===== config.mk =====
export PLATFORM = sky130hd
export DESIGN_NAME = power_down_wake_control
export DESIGN_NICKNAME = d
export VERILOG_FILES = /design/src/rtl/pwr_pkg.sv /design/src/rtl/power_down_wake_control.sv
export VERILOG_INCLUDE_DIRS = /design/src /design/src/rtl
export SDC_FILE = /design/constraint.sdc
export NUM_CORES = 1
export LEC_CHECK = 0
export ABC_AREA = 1
export BUFFER_PORTS_ARGS = -buffer_cell sky130_fd_sc_hd__buf_2
export CAP_MARGIN = 20
export CORE_ASPECT_RATIO = 1.2
export CORE_UTILIZATION = 49
export DETAILED_ROUTE_END_ITERATION = 7
export PLACE_DENSITY = 0.83
export SLEW_MARGIN = 20
export SYNTH_ARGS = -nofsm -noshare
export SYNTH_HDL_FRONTEND = slang
export SYNTH_SLANG_ARGS = --single-unit

===== constraint.sdc =====
create_clock -name clk -period 3.7 [get_ports clk]
set_clock_uncertainty 0.2 [all_clocks]
set_input_delay 0.555 -clock clk [delete_from_list [all_inputs] [get_ports clk]]
set_output_delay 0.555 -clock clk [all_outputs]
set_load 0.05 [all_outputs]

===== src/rtl/pwr_params.svh =====
// Reset values and encodings for the power-down wake controller
`ifndef PWR_PARAMS_SVH
`define PWR_PARAMS_SVH
`define PWR_SP_INIT 3'h7
`define PWR_PC_INIT 16'h0000
`define PWR_CNT_IN_SEL 2'h3
`endif


===== src/rtl/pwr_pkg.sv =====
// Types for the power-down wake controller
`default_nettype none
package pwr_pkg;
  typedef enum logic [1:0] {
    st_run,
    st_clock_mode,
    st_ram_backup
  } mode_t;
endpackage : pwr_pkg
`default_nettype wire


===== src/rtl/power_down_wake_control.sv =====
// Power-down entry, wake and warm/cold start control
`include "pwr_params.svh"
`default_nettype none
module power_down_wake_control (
  // Clock and reset
  input wire logic clk,
  input wire logic rst,
  // Instruction strobes from the decoder
  input wire logic enable_power_down_instr,
  input wire logic clock_mode_entry_instr,
  input wire logic ram_backup_entry_instr,
  input wire logic supply_detect_hold_instr,
  input wire logic skip_if_power_flag_instr,
  // Reset sources and wake events
  input wire logic reset_pin,
  input wire logic watchdog_reset,
  input wire logic drop_reset,
  input wire logic ext_wakeup,
  input wire logic timer5_underflow,
  input wire logic timer5_request_flag,
  input wire logic drop_detect_enable_pin,
  // Counter pin selection
  input wire logic counter_select_hi,
  input wire logic counter_select_lo,
  input wire logic counter_out_level,
  // Status and control outputs
  output logic power_flag,
  output logic skip_next,
  output logic powered_down,
  output logic ram_backup_active,
  output logic osc_stop,
  output logic timer5_run,
  output logic display_on,
  output logic drop_detect_active,
  output logic restart,
  output logic [15:0] restart_pc,
  output logic [2:0] stack_pointer,
  output logic cpu_regs_init,
  output logic flags_clear,
  output logic watchdog_init,
  output logic warm_clock_start,
  output logic counter_io_pin_o,
  output logic counter_io_pin_oe_n
);
  // ----------------------------------------
  // State
  // ----------------------------------------
  typedef struct packed {
    logic [4:0] p1;
    logic [4:0] p2;
    pwr_pkg::mode_t mode;
    logic armed;
    logic hold;
    logic pflag;
    logic skip;
    logic restart;
    logic [15:0] pc;
    logic [2:0] sp;
    logic init;
    logic warm5;
    logic drop_act;
    logic cnt_o;
    logic cnt_oe_n;
    logic down;
    logic backup;
    logic osc;
    logic t5run;
    logic disp;
  } st_t;
  st_t q, d;
  // Pins pass two flops; vector 0 ext,1 drop pin,2 reset,3 sel hi,4 sel lo
  logic [4:0] pin_s;
  logic entry;
  logic wake;
  logic cold;
  logic cnt_in;
  assign pin_s = q.p2;
  assign cold = pin_s[2] | watchdog_reset | drop_reset;
  assign cnt_in = {pin_s[3], pin_s[4]} == `PWR_CNT_IN_SEL;
  assign entry = q.armed & (clock_mode_entry_instr | ram_backup_entry_instr);
  // Clock mode sees wake or timer 5; backup only wake, oscillator is stopped
  assign wake = (q.mode == pwr_pkg::st_clock_mode) ?
                (pin_s[0] | timer5_underflow | timer5_request_flag) :
                pin_s[0];
  // ----------------------------------------
  // Next state
  // ----------------------------------------
  always_comb begin
    d = q;
    d.p1 = {counter_select_lo, counter_select_hi, reset_pin,
            drop_detect_enable_pin, ext_wakeup};
    d.p2 = q.p1;
    d.restart = 1'b0;
    d.init = 1'b0;
    d.skip = skip_if_power_flag_instr & q.pflag;
    // Hold instruction is one-shot until the next reset
    if (supply_detect_hold_instr) begin
      d.hold = 1'b1;
    end
    case (q.mode)
      pwr_pkg::st_run: begin
        if (enable_power_down_instr) begin
          d.armed = 1'b1;
        end
        if (entry) begin
          d.armed = 1'b0;
          d.mode = clock_mode_entry_instr ? pwr_pkg::st_clock_mode :
                   pwr_pkg::st_ram_backup;
          d.init = 1'b1;
          d.pc = `PWR_PC_INIT;
          d.sp = `PWR_SP_INIT;
          // Control registers, oscillator choice and the timer 5 flag
          // live outside and are never touched here
          // Timers 1 to 4 get no init; software must not trust them
        end else if (clock_mode_entry_instr | ram_backup_entry_instr) begin
          d.armed = 1'b0;
        end
      end
      pwr_pkg::st_clock_mode, pwr_pkg::st_ram_backup: begin
        if (wake) begin
          d.mode = pwr_pkg::st_run;
          d.pflag = 1'b1;
          d.restart = 1'b1;
          d.pc = `PWR_PC_INIT;
          d.warm5 = (q.mode == pwr_pkg::st_clock_mode) &
                    timer5_request_flag;
        end
      end
      default: d.mode = pwr_pkg::st_run;
    endcase
    // Cold start overrides mode, power flag, enable, hold, restart, pc and warm start; memory stays untouched here
    // It goes after the mode case so pin and status flops follow the final mode
    if (cold) begin
      d.mode = pwr_pkg::st_run;
      d.pflag = 1'b0;
      d.armed = 1'b0;
      d.hold = 1'b0;
      d.restart = 1'b1;
      d.pc = `PWR_PC_INIT;
      d.warm5 = 1'b0;
    end
    d.drop_act = (d.mode == pwr_pkg::st_run) ? pin_s[1] :
                 (pin_s[1] & d.hold);
    // Counter pin: input if selected, else driven low while down
    if (d.mode != pwr_pkg::st_run) begin
      d.cnt_o = 1'b0;
      d.cnt_oe_n = cnt_in;
    end else begin
      d.cnt_o = counter_out_level;
      d.cnt_oe_n = 1'b0;
    end
    // Status outputs come from flops, decoded from the next mode
    d.down = d.mode != pwr_pkg::st_run;
    d.backup = d.mode == pwr_pkg::st_ram_backup;
    d.osc = d.backup;
    d.t5run = !d.backup;
    d.disp = !d.backup;
  end
  // ----------------------------------------
  // Registers
  // ----------------------------------------
  always_ff @(posedge clk or posedge rst) begin
    if (rst) begin
      q <= '0;
      q.sp <= `PWR_SP_INIT;
      q.t5run <= 1'b1;
      q.disp <= 1'b1;
    end else begin
      q <= d;
    end
  end
  // Outputs straight from flops
  assign power_flag = q.pflag;
  assign skip_next = q.skip;
  assign powered_down = q.down;
  assign ram_backup_active = q.backup;
  assign osc_stop = q.osc;
  assign timer5_run = q.t5run;
  assign display_on = q.disp;
  assign drop_detect_active = q.drop_act;
  assign restart = q.restart;
  assign restart_pc = q.pc;
  assign stack_pointer = q.sp;
  assign cpu_regs_init = q.init;
  assign flags_clear = q.init;
  assign watchdog_init = q.init;
  assign warm_clock_start = q.warm5;
  assign counter_io_pin_o = q.cnt_o;
  assign counter_io_pin_oe_n = q.cnt_oe_n;
  // ----------------------------------------
  // Checks
  // ----------------------------------------
  property p_noop_entry;
    @(posedge clk) disable iff (rst)
      (!q.armed && !powered_down && clock_mode_entry_instr && !cold) |=>
      !powered_down;
  endproperty
  a_noop_entry: assert property (p_noop_entry)
    else $error("entry without enable changed mode");
  property p_entry;
    @(posedge clk) disable iff (rst)
      (entry && !cold) |=> (powered_down && cpu_regs_init &&
      stack_pointer == 3'h7);
  endproperty
  a_entry: assert property (p_entry)
    else $error("entry did not init state");
  property p_warm;
    @(posedge clk) disable iff (rst)
      (powered_down && wake && !cold) |=> (power_flag && restart &&
      restart_pc == 16'h0000);
  endproperty
  a_warm: assert property (p_warm)
    else $error("warm start wrong");
  property p_cold;
    @(posedge clk) disable iff (rst)
      cold |=> (!power_flag && restart && !powered_down);
  endproperty
  a_cold: assert property (p_cold)
    else $error("cold start wrong");
  property p_backup_t5;
    @(posedge clk) disable iff (rst)
      (ram_backup_active && !pin_s[0] && !cold) |=> ram_backup_active;
  endproperty
  a_backup_t5: assert property (p_backup_t5)
    else $error("backup left without wakeup");
  property p_display;
    @(posedge clk) disable iff (rst)
      display_on == (q.mode != pwr_pkg::st_ram_backup);
  endproperty
  a_display: assert property (p_display)
    else $error("display state wrong");
  property p_cnt;
    @(posedge clk) disable iff (rst)
      (powered_down && !counter_io_pin_oe_n) |-> !counter_io_pin_o;
  endproperty
  a_cnt: assert property (p_cnt)
    else $error("counter pin not low");
  property p_skip;
    @(posedge clk) disable iff (rst)
      skip_if_power_flag_instr |=> (skip_next == $past(power_flag));
  endproperty
  a_skip: assert property (p_skip)
    else $error("skip wrong");
  property p_drop;
    @(posedge clk) disable iff (rst)
      (powered_down && !q.hold) |-> !drop_detect_active;
  endproperty
  a_drop: assert property (p_drop)
    else $error("drop detect active without hold");
  property p_clock_keep;
    @(posedge clk) disable iff (rst)
      (powered_down && !ram_backup_active) |->
      (timer5_run && display_on && !osc_stop);
  endproperty
  a_clock_keep: assert property (p_clock_keep)
    else $error("clock mode lost timer or display");
  property p_backup_state;
    @(posedge clk) disable iff (rst)
      ram_backup_active |->
      (powered_down && osc_stop && !timer5_run && !display_on);
  endproperty
  a_backup_state: assert property (p_backup_state)
    else $error("backup mode left display or oscillator on");
  property p_t5_flag;
    @(posedge clk) disable iff (rst)
      (powered_down && !ram_backup_active && timer5_request_flag && !cold)
      |=> (!powered_down && warm_clock_start);
  endproperty
  a_t5_flag: assert property (p_t5_flag)
    else $error("timer 5 flag wake not marked");
  property p_cold_disarm;
    @(posedge clk) disable iff (rst)
      cold |=>
      (!q.armed && !q.hold && !warm_clock_start);
  endproperty
  a_cold_disarm: assert property (p_cold_disarm)
    else $error("cold start left enable or hold set");
  property p_restart_pc;
    @(posedge clk) disable iff (rst)
      restart |->
      (restart_pc == `PWR_PC_INIT && !powered_down);
  endproperty
  a_restart_pc: assert property (p_restart_pc)
    else $error("restart not at page 0 address 0");
endmodule : power_down_wake_control
`default_nettype wire


==> Word level (Yosys, flattened, before mapping) <==
Index checks and enable logic that the tools add are counted.
{ "totals": {"regBits": 41, "in_bits": 17, "wordCells": 69, "out_inout_bits": 34} }
{ "op_classes": {"n_eq_ne": 6, "bitwise_logic": 9, "n_mux": 24, "reduce_logical": 13} }
{ "ops": {"columns": ["cell", "n"], "rows": [
  ["17-bit 2-to-1 mux", 2],
  ["16-bit case mux with 2 select lines", 1],
  ["20-bit 2-to-1 mux", 1],
  ["1-bit 2-to-1 mux", 14],
  ["2-bit 2-to-1 mux", 4],
  ["2-bit nonzero test", 4],
  ["2-bit == test, second input constant", 3],
  ["3-bit inequality test, second input constant", 2],
  ["5-bit 2-to-1 mux", 1],
  ["1-bit bitwise OR", 5],
  ["1-bit AND", 4],
  ["2-bit logical NOT", 2],
  ["2-bit case mux with 2 select lines", 1],
  ["2-bit AND reduction", 2],
  ["4-bit nonzero test", 1],
  ["3-bit AND reduction", 1],
  ["3-bit nonzero test", 1],
  ["2-bit by 1-bit == test with 1-bit output, second input constant", 1],
  ["2-bit OR reduction", 1],
  ["1-bit logical NOT", 1]
]} }

==> Depth between registers and ports, before layout <==
Gate-level depths: netlist of the first run.
{ "logic_depth": {"ltp_word": 8, "depth_mapped": 11, "ltp_nobuf": 11} }

==> Least setup slack after synthesis of the first run <==
No wires, ideal clock.
{ "synth_path": {"path_type": "register to output", "startpoint": "register, netlist name display_on", "endpoint": "output timer5_run", "required_ns": 2.945, "path_slack_ns": 2.028, "stages_incl_launch_ff": 2, "arrival_ns": 0.917, "path_cell_list": "dfstp_2 -> buf_4"} }
{ "synth_rtl": {"columns": ["element", "line", "rtl"], "rows": [
  ["to (decl)", "power_down_wake_control.sv:32", "output logic timer5_run,"]
]} }

==> out/metrics.yaml, run 1 <==
critical_path:
  critical_path_class: "register to output pin"
  slowest_delay_ns: 0.54
  arrival_ns: 1.11
  crit_slowest_cell: "dfstp_2"
  critical_path.cell_chain: "buf_2"
  crit_family: "flip-flops"
  critPathBufInv: 1
  endpoint_kind: "output pin"
  ff2ff_path_depth: 11
  required_ns: 2.94
  regToRegSetupSlack_ns: 1.96
  cp-start-kind: "register"
  path_depth: 1
  reg2reg_to: "drop_detect_active"
  regToRegStartpoint: "q[35]"
  cp_max_fo: 2
clocking:
  clk_latency_ns: 0.32
  ctsHtreeMaxLevel: 1
  clock_sinks: 25
  cts_tree: "built"
  cts_resized: 0
  cts_buffer_depth: 2
  ctsHoldBuffers: 0
  cts-root-buf: "clkbuf_4"
  cts_buffers: 3
  path_clk_slew_ns: 0.13
  post_cts.repair.setup_buffers: 0
drt:
  vias_per_cell: 4.243
  wl_met3_um: 92
  route.detailed.drc: 0
  drtIter0Drc: 8
  routedWlPerCell_um: 8.947
  first_pass_iters: 4
  met1_length_um: 568
  wl_mm: 1.512
  antenna_left: 0
  dr.max_layer_used: "met4"
  num_vias: 717
  wl_met2_um: 813
synthesis:
  synth_ff_type: "dfrtp_1"
  syn_area_mm2: 0.001127
  synth_top_cell_by_area: "dfrtp_1"
  postSynth.asyncResetShare: 1.000
  synth_area_leaders: "dfrtp_1 53%, buf_4 15%, inv_1 6.0%, nand2_1 5.0%, ha_1 3.3%"
  syn_area_per_cell_um2: 10.25
  synth_edf_count: 0
  synthCells: 110
  yosysUniqueCellTypes: 20
  synth_most_common_cell: "dfrtp_1"
  ys_ff_latch: 25
  synthTopCellsByCount: "24 x dfrtp_1, 23 x buf_4, 18 x inv_1, 15 x nand2_1, 6 x nand3_1"
  synth.yosys.warnings: 0
  ys_seq_area_frac: 0.5560
  synth_top_cell_area_share: 0.5327
global_route:
  grt_pass1_wl_mm: 2.442
  grt_overflow: 0
  antenna_found_initial: 0
  grt_max_degree: 26
  grt.total_usage: 0.1421
  grt_pass1_vias: 642
sta:
  fmax_ghz: 0.5361
  worst_slew_pin_slew_ns: 0.8593
  holdWs_ns: 0.1303
  fin_tns_setup_ns: 0
  grt_setup_unrepaired: "no"
  timing.final.crit_period_ns: 1.865
  setup_viol: 0
  fin_crit_sh: 0.5041
  hold_viol: 0
  maxSlewViolCount: 0
  fin_ws_ns: 1.835
  relSlewSlack: 0.4265
floorplanning:
  die-area_mm2: 0.002497
  core_mm2: 0.002117
  die_y_um: 54.55
  pin_count: 51
  die_w_um: 45.79
  start_util: 0.5325
  rows: 18
layout:
  area_growth_syn_to_layout_pct: 9.878
  drive_gt1_frac: 0.3309
  diodes: 0
  finalInstanceArea_mm2: 0.001239
  nNetsFinal: 160
place:
  dp_hpwl_mm: 1.209
  post-place-ws_ns: 1.958
  gp_congestion: 0.7334
  port_buffers: 31
  place_area_mm2: 0.001211
pwr:
  power_frac_comb: 0.153
  p_leak_nw: 0.7304
  pwr-share-clk: 0.250
  internal_power_mw: 0.3315
  total_power_mw: 0.4745
  p_sw_mw: 0.1429
  p_per_area_mw_per_mm2: 383.0
  ir_drop_v: 0.0003810
  p_sw_frac: 0.3013
  seqPwrFrac: 0.597
min_path:
  holdCritPathClass: "primary input to register"
  worstHoldStart: "reset_pin"
  worstHoldEndpoint: "d[38]"
  holdPathStages: 1
run_status:
  status: "completed"
flow_run:
  cap_violations: 0
-- state kept, by name, summed over array words and instances, names as in the netlist --
register / count
counter_io_pin_o: 1
counter_io_pin_oe_n: 1
cpu_regs_init: 1
d: 5
display_on: 1
drop_detect_active: 1
osc_stop: 1
pin_s: 5
power_flag: 1
powered_down: 1
q: 4
restart: 1
skip_next: 1
warm_clock_start: 1
-- area by class of cell --
class                   count  area, um2
well taps                  30      37.54
multi-input cells          60      320.3
fillers                   198      878.3
repair buffers             31      155.1
clock buffers               3      22.52
clock inverters             1      5.005
inverters                  19      71.32
flip-flops and latches     25      626.9
-- cells in the final DEF (no fill, tap or decap), drive strengths merged --
cell / n
clkinv: 1
ha: 3
a211oi: 1
nand3: 6
dfstp: 1
o21ai: 2
o31ai: 1
clkbuf: 3
nor2: 4
dfrtp: 24
nand2: 19
nor3: 1
a21oi: 4
conb: 19
buf: 31
inv: 19
-- per-stage QoR --
step	cells	utilization
floorplan	127	-
global placement	165	0.5721
detailed placement	165	0.5721
CTS	169	0.5851
global route	169	0.5851
finish	169	0.5851
-- per-layer routing --
layer  global-route usage  up-vias
met5                    0        -
met4              0.08824        0
li1                     -      346
met1               0.1299      335
met3              0.01980        4
met2               0.2833       32
-- worst max path at each step --
stage                                 from                  to
floorplan                       display_on          timer5_run
global placement    ram_backup_entry_instr  drop_detect_active
detailed placement          watchdog_reset  drop_detect_active
CTS                             display_on          display_on
global route                    display_on          timer5_run
finish                          display_on          timer5_run
-- kinds of logic after synthesis --
kind of cell	count (synthesis)	share of synthesized area
buf+inv	42	0.2164
flops	25	0.5561
other cells	2	0.006662
compound gates	8	0.04995
fa+ha+maj	3	0.03330
simple gates	30	0.1376
-- power groups by stage --
stage | clock (mW) | sequential (mW) | combinational, mW
4_1_cts | 0.124 | 0.283 | 0.0730
6_report | 0.118 | 0.283 | 0.0728
2_1_floorplan | 0 | 0.295 | 0.0692
3_5_place_dp | 0 | 0.289 | 0.0728
5_1_grt | 0.131 | 0.284 | 0.0783
3_3_place_gp | 0 | 0.288 | 0.0721
Power figures use the tool's default switching activity.
==> run 2: changes to the inputs <==
CORE_UTILIZATION = 45   (was 49)
PLACE_DENSITY = 0.77   (was 0.83)
clock period = 1.9 ns   (was 3.7 ns; I/O delays follow)
==> run 2 against run 1 <==
Net effect:
- first-iteration DRC count down 13%
- sequential power up 95%
- sequential share of layout area down 4.1 points
- via count up 4.6%
- critical path depth up 4
- clock power up 89%
- critical path type is now primary input to register
==> out/metrics.yaml, run 2 (synthesized netlist as in run 1, its figures left out) <==
clocking:
  cts_buffer_depth: 2  # unchanged
  path_clk_slew_ns: 0.12  # about the same
  clk_latency_ns: 0.31  # about the same
  cts_tree: "built"
  clock_sinks: 25  # unchanged
  cts_resized: 0  # unchanged
  ctsHoldBuffers: 10  # +10
  cts-root-buf: "clkbuf_4"
  ctsHtreeMaxLevel: 1  # unchanged
  post_cts.repair.setup_buffers: 0  # unchanged
  cts_buffers: 3  # unchanged
drt:
  drtIter0Drc: 7  # -1
  vias_per_cell: 4.144  # -2.3%
  antenna_left: 0  # unchanged
  wl_mm: 1.594  # +5.4%
  route.detailed.drc: 0  # unchanged
  num_vias: 750  # +4.6%
  routedWlPerCell_um: 8.807  # -1.6%
  first_pass_iters: 2  # -2
floorplanning:
  die_w_um: 47.69  # +4.2%
  die-area_mm2: 0.002710  # +8.5%
  die_y_um: 56.83  # +4.2%
  core_mm2: 0.002330  # +10%
  pin_count: 51  # unchanged
  rows: 19  # +1
  start_util: 0.4839  # -0.04862
critical_path:
  cp-start-kind: "primary input"
  endpoint_kind: "register"
  crit_slowest_cell: "dlygate4sd3_1"
  slowest_delay_ns: 0.59  # +0.05 ns
  cp_max_fo: 5  # +3
  critPathBufInv: 3  # +2
  required_ns: 1.91  # -1.03 ns
  regToRegStartpoint: "q[35]"
  ff2ff_path_depth: 11  # unchanged
  reg2reg_to: "drop_detect_active"
  regToRegSetupSlack_ns: 0.21  # -1.75 ns
  arrival_ns: 1.78  # +0.67 ns
  crit_family: "buffers and inverters"
  critical_path.cell_chain: "dlygate4sd3_1 > buf_2 > nor3_4 > dlygate4sd3_1 > nand2_1"
  critical_path_class: "primary input to register"
  crit_top_cell: "dlygate4sd3_1"
min_path:
  worstHoldEndpoint: "q[32]"
  holdPathStages: 3  # +2
  worstHoldStart: "supply_detect_hold_instr"
  holdCritPathClass: "primary input to register"
pwr:
  seqPwrFrac: 0.591  # -0.006
  internal_power_mw: 0.6597  # +99%
  pwr-share-clk: 0.239  # -0.011
  p_sw_frac: 0.2931  # -0.008144
  power_frac_comb: 0.170  # +0.017
  p_sw_mw: 0.2736  # +91%
  ir_drop_v: 0.0005236  # +37%
  p_per_area_mw_per_mm2: 692.6  # +81%
  p_leak_nw: 0.7791  # +6.7%
place:
  gp_congestion: 0.7534  # +2.7%
  port_buffers: 31  # unchanged
  dp_hpwl_mm: 1.204  # -0.41%
global_route:
  grt_max_degree: 26  # unchanged
  grt_pass1_vias: 717  # +12%
  antenna_found_initial: 0  # unchanged
  grt.total_usage: 0.1378  # -0.004235
  grt_pass1_wl_mm: 2.704  # +11%
  grt_overflow: 0  # unchanged
layout:
  final_cell_mix: "31 x buf_2, 24 x dfrtp_1, 19 x conb_1, 18 x inv_1, 15 x nand2_1"
  diodes: 0  # unchanged
  drive_gt1_frac: 0.3133  # -0.01760
  nNetsFinal: 171  # +6.9%
  n_fill_cell: 212  # +7.1%
  regArea_um2: 626.9  # unchanged
  final_common_cell: "buf_2"
  multiInputGateArea_um2: 320.3  # unchanged
  area_growth_syn_to_layout_pct: 19.53
sta:
  hold_viol: 0  # unchanged
  fin_crit_sh: 0.9308
  timing.final.crit_period_ns: 1.769
  setup_viol: 0  # unchanged
  fin_tns_setup_ns: 0  # unchanged
  grt_setup_unrepaired: "no"
  fmax_ghz: 0.5654
  maxSlewViolCount: 0  # unchanged
  holdWs_ns: 0.03804  # -0.09223 ns
flow_run:
  cap_violations: 0  # unchanged
run_status:
  status: "completed"
[run 2: per-stage QoR]
step                      total power [mW]  cells  cell area (um2)  setup slack [ns]    util
after floorplan                     0.7083    127             1191            0.3734       -
after global placement              0.7040    167             1220            0.3092  0.5236
after detailed placement            0.7065    167             1220            0.2061  0.5236
after CTS                           0.9500    181             1348            0.1359  0.5784
after global routing                0.9810    181             1348           0.06569  0.5784
final                               0.9332    181             1348            0.1314  0.5784
[run 2: how the worst max path moves through the flow]
| stage | startpoint | to | slack (ns) | cells after the start |
|---|---|---|---|---|
| 3_3_place_gp | q[35] | drop_detect_active | 0.31 | 11 |
| 2_1_floorplan | q[35] | drop_detect_active | 0.37 | 11 |
| 6_report | drop_reset | restart | 0.13 | 5 |
| 4_1_cts | drop_reset | restart | 0.14 | 5 |
| 5_1_grt | drop_reset | restart | 0.07 | 5 |
| 3_5_place_dp | q[35] | drop_detect_active | 0.21 | 11 |
[run 2: worst reg2reg max path: cells and delay by family (launching register included)]
kind	cells	cell delay, ns
AND/OR/NAND/NOR	8	0.63
adder cells (fa/ha/maj)	1	0.18
buffers and inverters	2	0.18
flip-flops	1	0.41
[run 2: power by group through the flow]
| stage | Combinational (mW) | Clock (mW) | Sequential [mW] |
|---|---|---|---|
| after floorplan | 0.135 | 0 | 0.574 |
| after global placement | 0.143 | 0 | 0.561 |
| after detailed placement | 0.144 | 0 | 0.562 |
| after CTS | 0.159 | 0.238 | 0.552 |
| after global routing | 0.170 | 0.256 | 0.554 |
| final | 0.159 | 0.223 | 0.552 |
[run 2: layout make-up]
class                      instances  share of cell area
sequential                        25              0.4652
clock inverter                     1            0.003714
inverter                          19             0.05292
clock buffer                       3             0.01671
tap                               31             0.02878
multi-input combinational         60              0.2377
timing repair buffer              42              0.1950
[run 2: per-layer routing]
metal	global-route usage	vias up	wire [um]
met2	0.2413	32	822
met3	0.01929	5	80
met5	0	-	0
met4	0.05952	0	23
li1	-	371	-
met1	0.1560	342	668
